<file path="config.mk">
export PLATFORM = sky130hd
export DESIGN_NAME = error_record_regs
export DESIGN_NICKNAME = d
export VERILOG_FILES = /design/src/hdl/err_rec_pkg.sv /design/src/hdl/status_write_filter.sv /design/src/hdl/crit_msi_sender.sv /design/src/hdl/error_record_regs.sv
export SDC_FILE = /design/constraint.sdc
export NUM_CORES = 1
export LEC_CHECK = 0
export BUFFER_PORTS_ARGS = -buffer_cell sky130_fd_sc_hd__buf_2
export CORE_UTILIZATION = 30
export CTS_CLUSTER_SIZE = 30
export DETAILED_ROUTE_END_ITERATION = 8
export GPL_ROUTABILITY_DRIVEN = 0
export PLACE_DENSITY = 0.56
export SLEW_MARGIN = 20
export SYNTH_ARGS = -nofsm -noshare
export SYNTH_HDL_FRONTEND = slang
export SYNTH_HIERARCHICAL = 1
export SYNTH_SLANG_ARGS = --single-unit
</file>
<file path="constraint.sdc">
create_clock -name CLK -period 2.2 [get_ports CLK]
set_input_delay 0.33 -clock CLK [delete_from_list [all_inputs] [get_ports CLK]]
set_output_delay 0.33 -clock CLK [all_outputs]
set_load 0.01 [all_outputs]
</file>
<file path="src/hdl/err_rec_pkg.sv">
// Shared constants and carrier types for the error record register block
package err_rec_pkg;
	localparam logic [11:0] STATUS_OFF = 12'h010;
	localparam logic [11:0] IRQCFG4_OFF = 12'hE20;
	localparam logic [11:0] IRQCFG5_OFF = 12'hE28;
	localparam logic [11:0] CRIT_ADDR_OFF = 12'hEA0;
	localparam logic [11:0] CRIT_PAYLOAD_OFF = 12'hEA8;
	localparam logic [11:0] CRIT_ATTR_OFF = 12'hEAC;
	localparam logic [11:0] ID0_OFF = 12'hFF0;
	localparam logic [11:0] ID1_OFF = 12'hFF4;
	localparam logic [11:0] ID2_OFF = 12'hFF8;
	localparam logic [11:0] ID3_OFF = 12'hFFC;

	localparam logic [7:0] ID_SEG0 = 8'h0D;
	localparam logic [3:0] ID_CLASS = 4'hF;
	localparam logic [3:0] ID_SEG1 = 4'h0;
	localparam logic [7:0] ID_SEG2 = 8'h05;
	localparam logic [7:0] ID_SEG3 = 8'hB1;

	// Status field positions
	localparam int V_BIT = 30;
	localparam int UE_BIT = 29;
	localparam int OF_BIT = 27;
	localparam int CE_MSB = 25;
	localparam int CE_LSB = 24;
	localparam int DE_BIT = 23;
	localparam logic [63:0] V11_MASK = 64'h0000_0000_6B80_0000;
	localparam logic [63:0] ERR_MASK = 64'h0000_0000_2380_0000;
	localparam logic [63:0] SYN_MASK = 64'h0000_0000_9478_FFFF;

	localparam int ADDR_LSB = 2;
	localparam int ADDR_MSB = 55;
	localparam int ADDR_W = ADDR_MSB - ADDR_LSB + 1;
	localparam int NS_BIT = 6;
	localparam int EN_BIT = 7;

	localparam logic [63:0] STATUS_RST = 64'h0;
	localparam logic [ADDR_W-1:0] ADDR_RST = '0;
	localparam logic [31:0] PAYLOAD_RST = 32'h0;
	localparam logic NS_RST = 1'b0;
	localparam logic EN_RST = 1'b0;

	typedef struct packed {
		logic valid;
		logic write;
		logic nonsecure;
		logic realm;
		logic [11:0] addr;
		logic [63:0] wdata;
	} reg_req_t;

	typedef struct packed {
		logic rvalid;
		logic [63:0] rdata;
	} reg_rsp_t;

	typedef struct packed {
		logic valid;
		logic [63:0] value;
	} err_event_t;

	typedef struct packed {
		logic [63:0] addr;
		logic [31:0] data;
		logic nonsecure;
	} msi_t;
endpackage : err_rec_pkg

</file>
<file path="src/hdl/status_write_filter.sv">
// Candidate value filter for software writes to the error record status
module status_write_filter
	import err_rec_pkg::*;
#(
	parameter bit REV_1P1 = 1'b1
) (
	input wire logic clk,
	input wire logic reset_n,
	input wire logic [63:0] old_val,
	input wire logic [63:0] wdata,
	output logic [63:0] cand
);
	logic [63:0] c;
	logic hi_clear;

	always_comb begin
		c = {wdata[63:32], old_val[31:16] & ~wdata[31:16], wdata[15:0]};
		hi_clear = 1'b0;
		if (REV_1P1) begin
			if ((c & V11_MASK) != 64'h0) begin
				c = old_val;
			end
		end else begin
			if (c[OF_BIT]) begin
				c = (c & ~ERR_MASK) | (old_val & ERR_MASK);
			end
			if ((c & ERR_MASK) != 64'h0) begin
				c[V_BIT] = old_val[V_BIT];
			end
			// Syndrome survives unless the top-priority error is being cleared
			hi_clear = c[UE_BIT] || (!old_val[UE_BIT] && c[DE_BIT]) ||
				(!old_val[UE_BIT] && !old_val[DE_BIT] && (c[CE_MSB:CE_LSB] != 2'h0));
			if (hi_clear) begin
				c = (c & ~SYN_MASK) | (old_val & SYN_MASK);
			end
		end
		cand = c;
	end
endmodule : status_write_filter

</file>
<file path="src/hdl/crit_msi_sender.sv">
// Issues the critical error message-signaled interrupt write
module crit_msi_sender
	import err_rec_pkg::*;
(
	input wire logic clk,
	input wire logic reset_n,
	input wire logic fire,
	input msi_t target,
	output logic msi_valid,
	input wire logic msi_ready,
	output msi_t msi_out
);
	typedef struct packed {
		logic busy;
		logic pending;
		msi_t msg;
	} sender_state_t;

	sender_state_t st_reg;
	sender_state_t st_next;

	always_comb begin
		st_next = st_reg;
		if (st_reg.busy && msi_ready) begin
			st_next.busy = 1'b0;
		end
		// One event may wait behind a stalled write; further ones merge into it
		if (fire && st_reg.busy && !msi_ready) begin
			st_next.pending = 1'b1;
		end else if ((fire || st_reg.pending) && !st_next.busy) begin
			st_next.busy = 1'b1;
			st_next.pending = 1'b0;
			st_next.msg = target;
		end
	end

	always_ff @(posedge clk) begin
		if (!reset_n) begin
			st_reg <= '0;
		end else begin
			st_reg <= st_next;
		end
	end

	assign msi_valid = st_reg.busy;
	assign msi_out = st_reg.msg;
endmodule : crit_msi_sender

</file>
<file path="src/hdl/error_record_regs.sv">
// Error record status, identification and critical interrupt register bank
// Contract
// - Status candidate: data high, W1C middle, data low
// - Newer revision: discard write if flags remain
// - Older revision: overflow kept keeps error fields
// - Older revision: error fields kept keep valid
// - Older revision: syndrome kept unless top error cleared
// - Word at 0xFF0 reads 0x0D low byte
// - Word at 0xFF4 class field reads 0xF
// - Word at 0xFF4 low nibble zero, top zero
// - Word at 0xFF8 reads 0x05 low byte
// - Word at 0xFFC reads 0xB1 low byte
// - Absent identification word reads zero, ignores writes
// - Interrupt writes payload to shifted address field
// - Address top and bottom bits read zero
// - Payload register at 0xEA8 holds interrupt data
// - Configuration block views alias same storage
// - Lower-privilege writes blocked while target secure
// - Interrupt registers exist only when configured
// - Bit six selects secure or nonsecure target
// - Status flags clear on one, zero leaves
module error_record_regs
	import err_rec_pkg::*;
#(
	parameter bit REV_1P1 = 1'b1,
	parameter logic [3:0] ID_PRESENT = 4'hF,
	parameter bit IRQCFG_IMPL = 1'b1,
	parameter bit CRIT_IMPL = 1'b1,
	parameter bit RECOMMENDED = 1'b1,
	parameter int PA_BITS = 48
) (
	input wire logic CLK,
	input wire logic RESET_N,
	input reg_req_t REG_REQ,
	output reg_rsp_t REG_RSP,
	input err_event_t ERR_EVENT,
	input wire logic CRIT_EVENT,
	output logic MSI_VALID,
	input wire logic MSI_READY,
	output msi_t MSI_OUT
);
	typedef struct packed {
		logic [63:0] status;
		logic [ADDR_W-1:0] addr_field;
		logic [31:0] payload;
		logic msg_irq_nonsecure;
		logic irq_en;
		reg_rsp_t rsp;
	} bank_state_t;

	bank_state_t st_reg;
	bank_state_t st_next;

	logic cfg_present;
	logic wr_block;
	logic rd_req;
	logic wr_req;
	logic [ADDR_W-1:0] pa_mask;
	logic [63:0] addr_view;
	logic [31:0] attr_view;
	logic [63:0] status_cand;
	logic [63:0] rd_data;
	logic msi_fire;
	msi_t msi_target;

	// Address bits beyond the physical address size are not stored
	genvar gi;
	generate
		for (gi = 0; gi < ADDR_W; gi++) begin : g_pa_mask
			assign pa_mask[gi] = (gi + ADDR_LSB) < PA_BITS;
		end
	endgenerate

	assign cfg_present = IRQCFG_IMPL && (CRIT_IMPL || !RECOMMENDED);
	assign wr_block = (REG_REQ.nonsecure || REG_REQ.realm) && RECOMMENDED && !st_reg.msg_irq_nonsecure;
	assign rd_req = REG_REQ.valid && !REG_REQ.write;
	assign wr_req = REG_REQ.valid && REG_REQ.write;
	assign addr_view = {8'h00, st_reg.addr_field & pa_mask, 2'b00};
	assign attr_view = {24'h000000, st_reg.irq_en, st_reg.msg_irq_nonsecure, 6'h00};

	status_write_filter #(
		.REV_1P1(REV_1P1)
	) u_filter (
		.clk(CLK),
		.reset_n(RESET_N),
		.old_val(st_reg.status),
		.wdata(REG_REQ.wdata),
		.cand(status_cand)
	);

	always_comb begin
		rd_data = 64'h0;
		unique case (REG_REQ.addr)
			STATUS_OFF: begin
				rd_data = st_reg.status;
			end
			CRIT_ADDR_OFF, IRQCFG4_OFF: begin
				rd_data = cfg_present ? addr_view : 64'h0;
			end
			CRIT_PAYLOAD_OFF: begin
				rd_data = cfg_present ? {32'h0, st_reg.payload} : 64'h0;
			end
			IRQCFG5_OFF: begin
				rd_data = cfg_present ? {attr_view, st_reg.payload} : 64'h0;
			end
			CRIT_ATTR_OFF: begin
				rd_data = cfg_present ? {32'h0, attr_view} : 64'h0;
			end
			ID0_OFF: begin
				rd_data = ID_PRESENT[0] ? {56'h0, ID_SEG0} : 64'h0;
			end
			ID1_OFF: begin
				rd_data = ID_PRESENT[1] ? {56'h0, ID_CLASS, ID_SEG1} : 64'h0;
			end
			ID2_OFF: begin
				rd_data = ID_PRESENT[2] ? {56'h0, ID_SEG2} : 64'h0;
			end
			ID3_OFF: begin
				rd_data = ID_PRESENT[3] ? {56'h0, ID_SEG3} : 64'h0;
			end
			default: begin
				rd_data = 64'h0;
			end
		endcase
	end

	always_comb begin
		st_next = st_reg;
		st_next.rsp.rvalid = rd_req;
		if (rd_req) begin
			st_next.rsp.rdata = rd_data;
		end
		// Identification words have no storage, so writes to them fall through
		if (wr_req && REG_REQ.addr == STATUS_OFF) begin
			st_next.status = status_cand;
		end
		if (wr_req && cfg_present && !wr_block) begin
			unique case (REG_REQ.addr)
				CRIT_ADDR_OFF, IRQCFG4_OFF: begin
					st_next.addr_field = REG_REQ.wdata[ADDR_MSB:ADDR_LSB] & pa_mask;
				end
				CRIT_PAYLOAD_OFF: begin
					st_next.payload = REG_REQ.wdata[31:0];
				end
				IRQCFG5_OFF: begin
					st_next.payload = REG_REQ.wdata[31:0];
					st_next.irq_en = REG_REQ.wdata[32 + EN_BIT];
					if (!(REG_REQ.nonsecure || REG_REQ.realm)) begin
						st_next.msg_irq_nonsecure = REG_REQ.wdata[32 + NS_BIT];
					end
				end
				CRIT_ATTR_OFF: begin
					st_next.irq_en = REG_REQ.wdata[EN_BIT];
					if (!(REG_REQ.nonsecure || REG_REQ.realm)) begin
						st_next.msg_irq_nonsecure = REG_REQ.wdata[NS_BIT];
					end
				end
				default: begin
				end
			endcase
		end
		// A recorded error lands after the software write, so the set wins
		if (ERR_EVENT.valid) begin
			st_next.status = st_next.status | ERR_EVENT.value;
		end
	end

	always_ff @(posedge CLK) begin
		if (!RESET_N) begin
			st_reg.status <= STATUS_RST;
			st_reg.addr_field <= ADDR_RST;
			st_reg.payload <= PAYLOAD_RST;
			st_reg.msg_irq_nonsecure <= NS_RST;
			st_reg.irq_en <= EN_RST;
			st_reg.rsp <= '0;
		end else begin
			st_reg <= st_next;
		end
	end

	assign REG_RSP = st_reg.rsp;

	assign msi_fire = CRIT_EVENT && cfg_present && st_reg.irq_en;
	assign msi_target.addr = addr_view;
	assign msi_target.data = st_reg.payload;
	assign msi_target.nonsecure = st_reg.msg_irq_nonsecure;

	crit_msi_sender u_sender (
		.clk(CLK),
		.reset_n(RESET_N),
		.fire(msi_fire),
		.target(msi_target),
		.msi_valid(MSI_VALID),
		.msi_ready(MSI_READY),
		.msi_out(MSI_OUT)
	);
endmodule : error_record_regs

</file>
Word level (Yosys, flattened, before mapping)
Cells that the tools add are included.
{"block": "totals", "register_bits": 290, "input_bits": 149, "out_inout_bits": 163, "word_cells": 66}
{"block": "classes", "n_eq_ne": 12, "muxes": 11, "bitwise": 4, "reduce_logical": 27}
{"op": "$pmux W64 S9", "n": 1}
{"op": "$mux W64", "n": 3}
{"op": "$eq A12 B12 Y1 const B", "n": 9}
{"op": "$mux W99", "n": 1}
{"op": "$or A64 B64 Y64", "n": 1}
{"op": "$reduce_bool A64 Y1", "n": 1}
{"op": "$and A16 B16 Y16", "n": 1}
{"op": "$not A16 Y16", "n": 1}
{"op": "$eq A12 B5 Y1 const B", "n": 1}
{"op": "$logic_and A1 B1 Y1", "n": 10}
{"op": "$reduce_and A2 Y1", "n": 4}
{"op": "$logic_not A1 Y1", "n": 5}
{"op": "$mux W1", "n": 5}
{"op": "$ne A2 B2 Y1 const B", "n": 2}
{"op": "$pmux W2 S2", "n": 1}
{"op": "$reduce_and A4 Y1", "n": 1}
{"op": "$reduce_bool A2 Y1", "n": 2}
{"op": "$reduce_or A2 Y1", "n": 2}
{"op": "$logic_or A1 B1 Y1", "n": 2}
{"op": "$not A1 Y1", "n": 1}

Logic depth before layout (Yosys ltp)
Gate-level depths: netlist of the first run.
{"block": "depth", "depth_word": 7, "ltp_mapped": 7, "mapped_depth_nobuf": 6}

Modules after synthesis
The synthesis of the first run kept the hierarchy.
{"mod": "error_record_regs", "instances": 1, "cells_per_inst": 1073, "area_each_um2": 9631.7, "seq_area_each_um2": 4184.0}
{"mod": "crit_msi_sender", "instances": 1, "cells_per_inst": 524, "area_each_um2": 4665.7, "seq_area_each_um2": 1981.9}
{"mod": "status_write_filter", "instances": 1, "cells_per_inst": 80, "area_each_um2": 757.0, "seq_area_each_um2": 0.0}

Worst setup path before layout of the first run
No wires, ideal clock.
{"block": "synth_path", "path_type": "input to register", "startpoint": "in REG_REQ[69] in the netlist's numbering", "endpoint": "reg st_reg[153] in the netlist's numbering", "setup_ps": 119, "arrival_time_ps": 1867, "setup_slack_ps": 215, "stages": 6, "path_cell_list": "or4b_1 nor4_1 buf_4 buf_6 mux2i_1 a21boi_1"}
{"block": "synth_between", "elab_chain_cells": 5}
{"item": "start, declared", "line": "error_record_regs.sv:34", "source": "input reg_req_t REG_REQ,"}
{"item": "$eq A12 B5 Y1 *", "line": "error_record_regs.sv:134", "source": "if (wr_req && REG_REQ.addr == STATUS_OFF) begin"}
{"item": "$logic_and A1 B1 Y1 *", "line": "error_record_regs.sv:134"}
{"item": "$mux W64 *", "line": "error_record_regs.sv:134"}
{"item": "$or A64 B64 Y64", "line": "error_record_regs.sv:164", "source": "st_next.status = st_next.status | ERR_EVENT.value;"}
{"item": "$mux W64 *", "line": "error_record_regs.sv:163", "source": "if (ERR_EVENT.valid) begin"}
{"item": "end signal, assigned", "line": "error_record_regs.sv:177", "source": "st_reg <= st_next;"}
{"item": "end, declared", "line": "error_record_regs.sv:51", "source": "bank_state_t st_reg;"}
Mark *: on every way between the ends. The rest lies on a longest branch, timed or not.
A chain may end at the register's enable or synchronous reset.

Worst setup path in the final report of the first run
{"block": "layout_path", "startpoint": "reg st_reg[182] in the netlist's numbering", "endpoint": "reg st_reg[212] in the netlist's numbering"}
{"block": "layout_between", "elab_chain_cells": 6}
{"item": "$and A16 B16 Y16 *", "line": "status_write_filter.sv:17", "source": "c = {wdata[63:32], old_val[31:16] & ~wdata[31:16], wdata[15:0]};"}
{"item": "$reduce_bool A64 Y1 *", "line": "status_write_filter.sv:20", "source": "if ((c & V11_MASK) != 64'h0) begin"}
{"item": "$mux W64 *", "line": "status_write_filter.sv:20"}
{"item": "named net status_cand[59]", "line": "error_record_regs.sv:61", "source": "logic [63:0] status_cand;"}
{"item": "$mux W64 *", "line": "error_record_regs.sv:134"}
{"item": "$or A64 B64 Y64", "line": "error_record_regs.sv:164"}
{"item": "$mux W64 *", "line": "error_record_regs.sv:163"}
The timed path passes the listed nets; every way through them passes the cells marked *.

==> impl_metrics.env, run 1 <==
export IMPL_run_status="finished clean"
export IMPL_syn_to_final_growth_pct=18.5
export IMPL_seqCellArea_mm2=0.00617
export IMPL_setup_violations_final=0
export IMPL_route_detailed_drc=0
export IMPL_ir_drop_mv=0.421
export IMPL_async_reset_ff_share_pct=0
export IMPL_cts_resized_gates=0
export IMPL_crit_buf_inv=2
export IMPL_avgSynthCellArea_um2=8.98
export IMPL_critical_path_top_delay_family="multiplexers"
export IMPL_hold_viol_final=0
export IMPL_crit_path_start_kind="flip-flop"
export IMPL_synth_edf_count=0
export IMPL_max_cap_viol_count=0
export IMPL_path_max_fanout=46
export IMPL_period_share_pct=86.7
export IMPL_grt_pass1_wl_um=71000
export IMPL_required_ns=2.63
export IMPL_max_freq_mhz=524
export IMPL_crit_arrival_ns=2.33
export IMPL_synthFlopType="dfxtp_1"
export IMPL_ys_types=50
export IMPL_synthAdderAreaFrac_pct=0
export IMPL_synth_seq_cells=308
export IMPL_synth_xor_area_share_pct=0
export IMPL_root_buffer="clkbuf_16"
export IMPL_wl_per_cell_um=18.7
export IMPL_hpwl_um=32100
export IMPL_synth_simple_area_share_pct=13.7
export IMPL_final_common_cell="nand2_1"
export IMPL_drt_wl_total_um=47100
export IMPL_antenna_found_initial=16
export IMPL_slowest_delay_ns=0.38
export IMPL_relSlewSlack_pct=66.5
export IMPL_first_iter_violations=715
export IMPL_cts_sinks=308
export IMPL_start_util_pct=30.6
export IMPL_cts_path_max_buffers=3
export IMPL_worstPathCellList="inv_1 -> o22ai_1 -> nor3_4 -> buf_12 -> mux2_2 -> mux2i_1 -> a21boi_1"
export IMPL_largest_register_ffs=97
export IMPL_rrSetupSlack_ns=0.29
export IMPL_hold_slack_ns=0.0415
export IMPL_cts_tree="done"
export IMPL_die_x_um=226
export IMPL_drive_gt1_share_pct=26.5
export IMPL_path_clk_slew_ns=0.06
export IMPL_multi_input_area_mm2=0.00702
export IMPL_rsz0062_at_grt="no"
export IMPL_cp_slowest_cell="mux2_2"
export IMPL_num_rows=81
export IMPL_grt_overflow=0
export IMPL_nFillCells=5063
export IMPL_synth_mux_area_share_pct=14.6
export IMPL_cts_buffers=39
export IMPL_vias_per_cell=4.90
export IMPL_seq_area_frac_synth_pct=41.0
export IMPL_dr_pass1_iters=8
export IMPL_hold_class="input port to flip-flop"
export IMPL_port_buffers=311
export IMPL_maxSlewViolCount=0
export IMPL_crit_type="flip-flop to flip-flop"
export IMPL_finalPower_mw=13.3
export IMPL_grt_max_degree=109
export IMPL_worst_pin_slew_ns=0.500
export IMPL_syn_cell_area_mm2=0.0151
export IMPL_ys_warn_count=6
export IMPL_critPathCaptureType="flip-flop"
export IMPL_fin_tns_setup_ns=0
export IMPL_finalInstanceArea_mm2=0.0178
export IMPL_clkLatencyLatePin_ns=0.55
export IMPL_layout_common_cells="nand2_1, buf_2, dfxtp_1"
export IMPL_die_area_mm2=0.0511
export IMPL_htreeDepth=2
export IMPL_netlist_instances=1677
export IMPL_grtUsageTotal_pct=17.9
export IMPL_core_area_mm2=0.0493
export IMPL_die_h_um=226
export IMPL_synth_top_family_by_area="compound AO/OA/AOI/OAI gates"
export IMPL_skew_ns=0.0175
export IMPL_place_area_mm2=0.0164
export IMPL_synth_compound_area_share_pct=17.6
export IMPL_leakage_nw=6.63
export IMPL_min_period_ns=1.91
export IMPL_vias=12300
export IMPL_grt_pass1_vias=12200
export IMPL_p_per_area_mw_per_mm2=746
export IMPL_drtAntennaViolNets=0
export IMPL_nNetsFinal=1971
export IMPL_io_pins=312
==> metal layers <==
layer | up-vias | track usage (%) | share of wire [%]
met3 | 86 | 5.48 | 7.1
met4 | 22 | 6.28 | 2.6
met1 | 5931 | 22.2 | 44
met2 | 351 | 29.3 | 46
li1 | 5953 | - | -
met5 | - | 0 | 0.34
==> layout make-up <==
type                    count  area share, %
clock buffers              56           6.29
flip-flops and latches    308           34.6
inverters                   8          0.168
repair buffers            383           13.8
clock inverters            13           1.08
diodes                      5         0.0702
well taps                 664           4.66
multi-input cells        1082           39.3
==> synth_stat cells, types with 3 or more instances <==
cell type | instances | area [um2]
or4_1 | 3 | 22.5
mux2i_1 | 164 | 1640
nor4_1 | 8 | 50.1
nand2_1 | 323 | 1210
o21ai_0 | 81 | 405
nand4_1 | 4 | 25.0
mux2_2 | 47 | 529
a21boi_0 | 20 | 150
buf_4 | 178 | 1340
buf_2 | 30 | 150
a21oi_1 | 4 | 20.0
buf_6 | 12 | 135
a21boi_1 | 148 | 1110
a22oi_1 | 87 | 653
buf_8 | 3 | 45.0
inv_1 | 8 | 30.0
nor2_1 | 8 | 30.0
a222oi_1 | 4 | 40.0
o21ai_1 | 23 | 115
dfxtp_1 | 308 | 6170
and2_1 | 5 | 31.3
and4_1 | 3 | 26.3
o22ai_1 | 3 | 18.8
nand3_1 | 95 | 475
clkbuf_1 | 72 | 270
a221oi_1 | 3 | 26.3
mux2_1 | 3 | 33.8
==> what timing repair did <==
| item | CTS | global route |
|---|---|---|
| hold buffers | 13 | 0 |
| endpoints found under the setup margin | 0 | 0 |
| buffers inserted | 0 | 0 |
| hold endpoints to repair | 13 | 0 |
==> stage by stage <==
step	utilization [%]	instances	setup WS, ns
2_1_floorplan	-	1694	0.215
3_3_place_gp	33.2	2432	-0.129
3_5_place_dp	33.2	2432	-0.0990
4_1_cts	36.2	2514	0.293
5_1_grt	36.2	2518	0.197
6_report	36.2	2519	0.292
==> report_power, final <==
part / internal, mW / leakage, nW / switching (mW) / total [mW]
sequential: 5.66 / 2.50 / 0.0609 / 5.72
clock: 4.12 / 0.645 / 2.50 / 6.62
combinational: 0.434 / 3.49 / 0.516 / 0.950
==> cell families after synthesis <==
kind of cell / count (synthesis)
simple gates: 467
compound gates: 383
flops: 308
buf+inv: 304
mux: 214
other cells: 1
==> path summary, 6_finish.rpt <==
check,cells past startpoint,startpoint,endpoint
worst max-delay path,7,st_reg[182],st_reg[212]
worst min register to register,2,REG_RSP[46],REG_RSP[46]
worst max register to register,7,st_reg[182],st_reg[212]
worst min-delay path,3,ERR_EVENT[55],st_reg[208]
==> worst register-to-register path: stages (launching register included) <==
cell	delay (ns)
dfxtp_1	0.32
inv_1	0.11
o22ai_1	0.13
nor3_4	0.26
buf_12	0.31
mux2_2	0.42
mux2i_1	0.16
a21boi_1	0.09
Note: power is estimated with default switching activity, not from simulation.
==> run 2, diff against run 1 <==
Settings changed: RECOVER_POWER from default to 25.
==> impl_metrics.env, run 2 (synthesized netlist as in run 1, its figures left out) <==
export IMPL_max_cap_viol_count=0
export IMPL_setup_violations_final=0
export IMPL_die_area_mm2=0.0511
export IMPL_drt_wl_total_um=47100
export IMPL_final_common_cell="nand2_1"
export IMPL_p_per_area_mw_per_mm2=751
export IMPL_dr_pass1_iters=5
export IMPL_cts_path_max_buffers=3
export IMPL_power_frac_comb_pct=7.1
export IMPL_finalPower_mw=13.3
export IMPL_hold_class="input port to flip-flop"
export IMPL_path_clk_slew_ns=0.06
export IMPL_grtUsageTotal_pct=17.9
export IMPL_root_buffer="clkbuf_16"
export IMPL_die_x_um=226
export IMPL_clkLatencyLatePin_ns=0.54
export IMPL_io_pins=312
export IMPL_layout_common_cells="nand2_1, dfxtp_1, buf_2"
export IMPL_drtAntennaViolNets=0
export IMPL_leakage_nw=6.13
export IMPL_hold_slack_ns=0.0433
export IMPL_maxSlewViolCount=0
export IMPL_grt_pass1_wl_um=71000
export IMPL_top_usage_layer="met2"
export IMPL_syn_to_final_growth_pct=17.5
export IMPL_path_max_fanout=46
export IMPL_nFillCells=5109
export IMPL_htreeDepth=2
export IMPL_clockPowerShare_pct=49.8
export IMPL_drive_gt1_share_pct=20.3
export IMPL_cts_resized_gates=0
export IMPL_p_int_mw=10.2
export IMPL_cts_sinks=308
export IMPL_run_status="finished clean"
export IMPL_met3_usage_pct=5.48
export IMPL_crit_path_start_kind="flip-flop"
export IMPL_netSwitchingPower_mw=3.07
export IMPL_vias_per_cell=4.91
export IMPL_crit_arrival_ns=2.32
export IMPL_period_share_pct=86.1
export IMPL_antenna_found_initial=16
export IMPL_required_ns=2.63
export IMPL_worst_pin_slew_ns=0.523
export IMPL_wl_per_cell_um=18.7
export IMPL_grt_pass1_vias=12200
export IMPL_largest_register_ffs=97
export IMPL_core_area_mm2=0.0493
export IMPL_max_freq_mhz=528
export IMPL_min_period_ns=1.89
export IMPL_grtUsageMet2_pct=29.3
export IMPL_rsz0062_at_grt="no"
export IMPL_switching_share_pct=23.1
export IMPL_route_detailed_drc=0
export IMPL_cts_buffers=39
export IMPL_vias=12400
export IMPL_start_util_pct=30.6
export IMPL_ir_drop_mv=0.421
export IMPL_rrSetupSlack_ns=0.31
export IMPL_cts_tree="done"
export IMPL_grt_max_degree=109
export IMPL_skew_ns=0.0133
export IMPL_first_iter_violations=692
export IMPL_crit_type="flip-flop to flip-flop"
export IMPL_critPathCaptureType="flip-flop"
export IMPL_grt_overflow=0
export IMPL_hpwl_um=32100
export IMPL_relSlewSlack_pct=65.0
export IMPL_power_frac_seq_pct=43.1
export IMPL_port_buffers=311
export IMPL_hold_viol_final=0
export IMPL_nNetsFinal=1971
export IMPL_die_h_um=226
export IMPL_met1_usage_pct=22.2
export IMPL_num_rows=81
run 2: per-stage QoR:
stage	utilization (%)	instances	setup slack [ns]	area, um2	TNS, ns
floorplan	-	1694	0.215	15100	0
global placement	33.2	2432	-0.129	16400	-6.20
detailed placement	33.2	2432	-0.0990	16400	-5.61
CTS	36.2	2514	0.293	17800	0
global route	35.9	2518	0.197	17700	0
finish	35.9	2519	0.305	17700	0
run 2: power by group through the flow:
| stage | clock [mW] | sequential, mW | combinational, mW |
|---|---|---|---|
| 2_1_floorplan | 0 | 5.82 | 0.573 |
| 5_1_grt | 7.05 | 5.73 | 1.03 |
| 3_3_place_gp | 0 | 5.84 | 0.917 |
| 6_report | 6.62 | 5.72 | 0.949 |
| 4_1_cts | 6.86 | 5.72 | 0.956 |
| 3_5_place_dp | 0 | 5.84 | 0.937 |
run 2: layer usage:
layer  wire [um]  vias to the layer above
li1            -                     5954
met1       20700                     5963
met2       21700                      354
met3        3340                       87
met4        1230                       22
met5         148                        -
run 2: timing repair:
item                      in CTS  in global routing
buffers inserted               0                  0
hold endpoints to repair      13                  0
hold buffers                  13                  0
run 2: worst paths after layout:
check                startpoint     endpoint  cells past startpoint
hold / removal    ERR_EVENT[15]  st_reg[168]                      3
setup reg to reg    st_reg[182]  st_reg[212]                      7
hold reg to reg      REG_RSP[0]   REG_RSP[0]                      2
setup / recovery    st_reg[182]  st_reg[212]                      7
run 2: final cells by class:
type / count / area (um2) / share of cell area, %
Inverter: 8 / 30.0 / 0.170
Multi-Input combinational cell: 1082 / 7010 / 39.6
Tap cell: 664 / 831 / 4.70
Sequential cell: 308 / 6170 / 34.9
Timing Repair Buffer: 383 / 2320 / 13.1
Antenna cell: 5 / 12.5 / 0.0707
Clock inverter: 13 / 193 / 1.09
Clock buffer: 56 / 1120 / 6.34
run 2: critical path, cell delays in order, from the launching register on:
cell and delay (ns):
dfxtp_1 0.32, inv_1 0.10, o22ai_1 0.13, nor3_4 0.26, buf_12 0.31, mux2_2 0.38, mux2i_1 0.16, a21boi_1 0.09
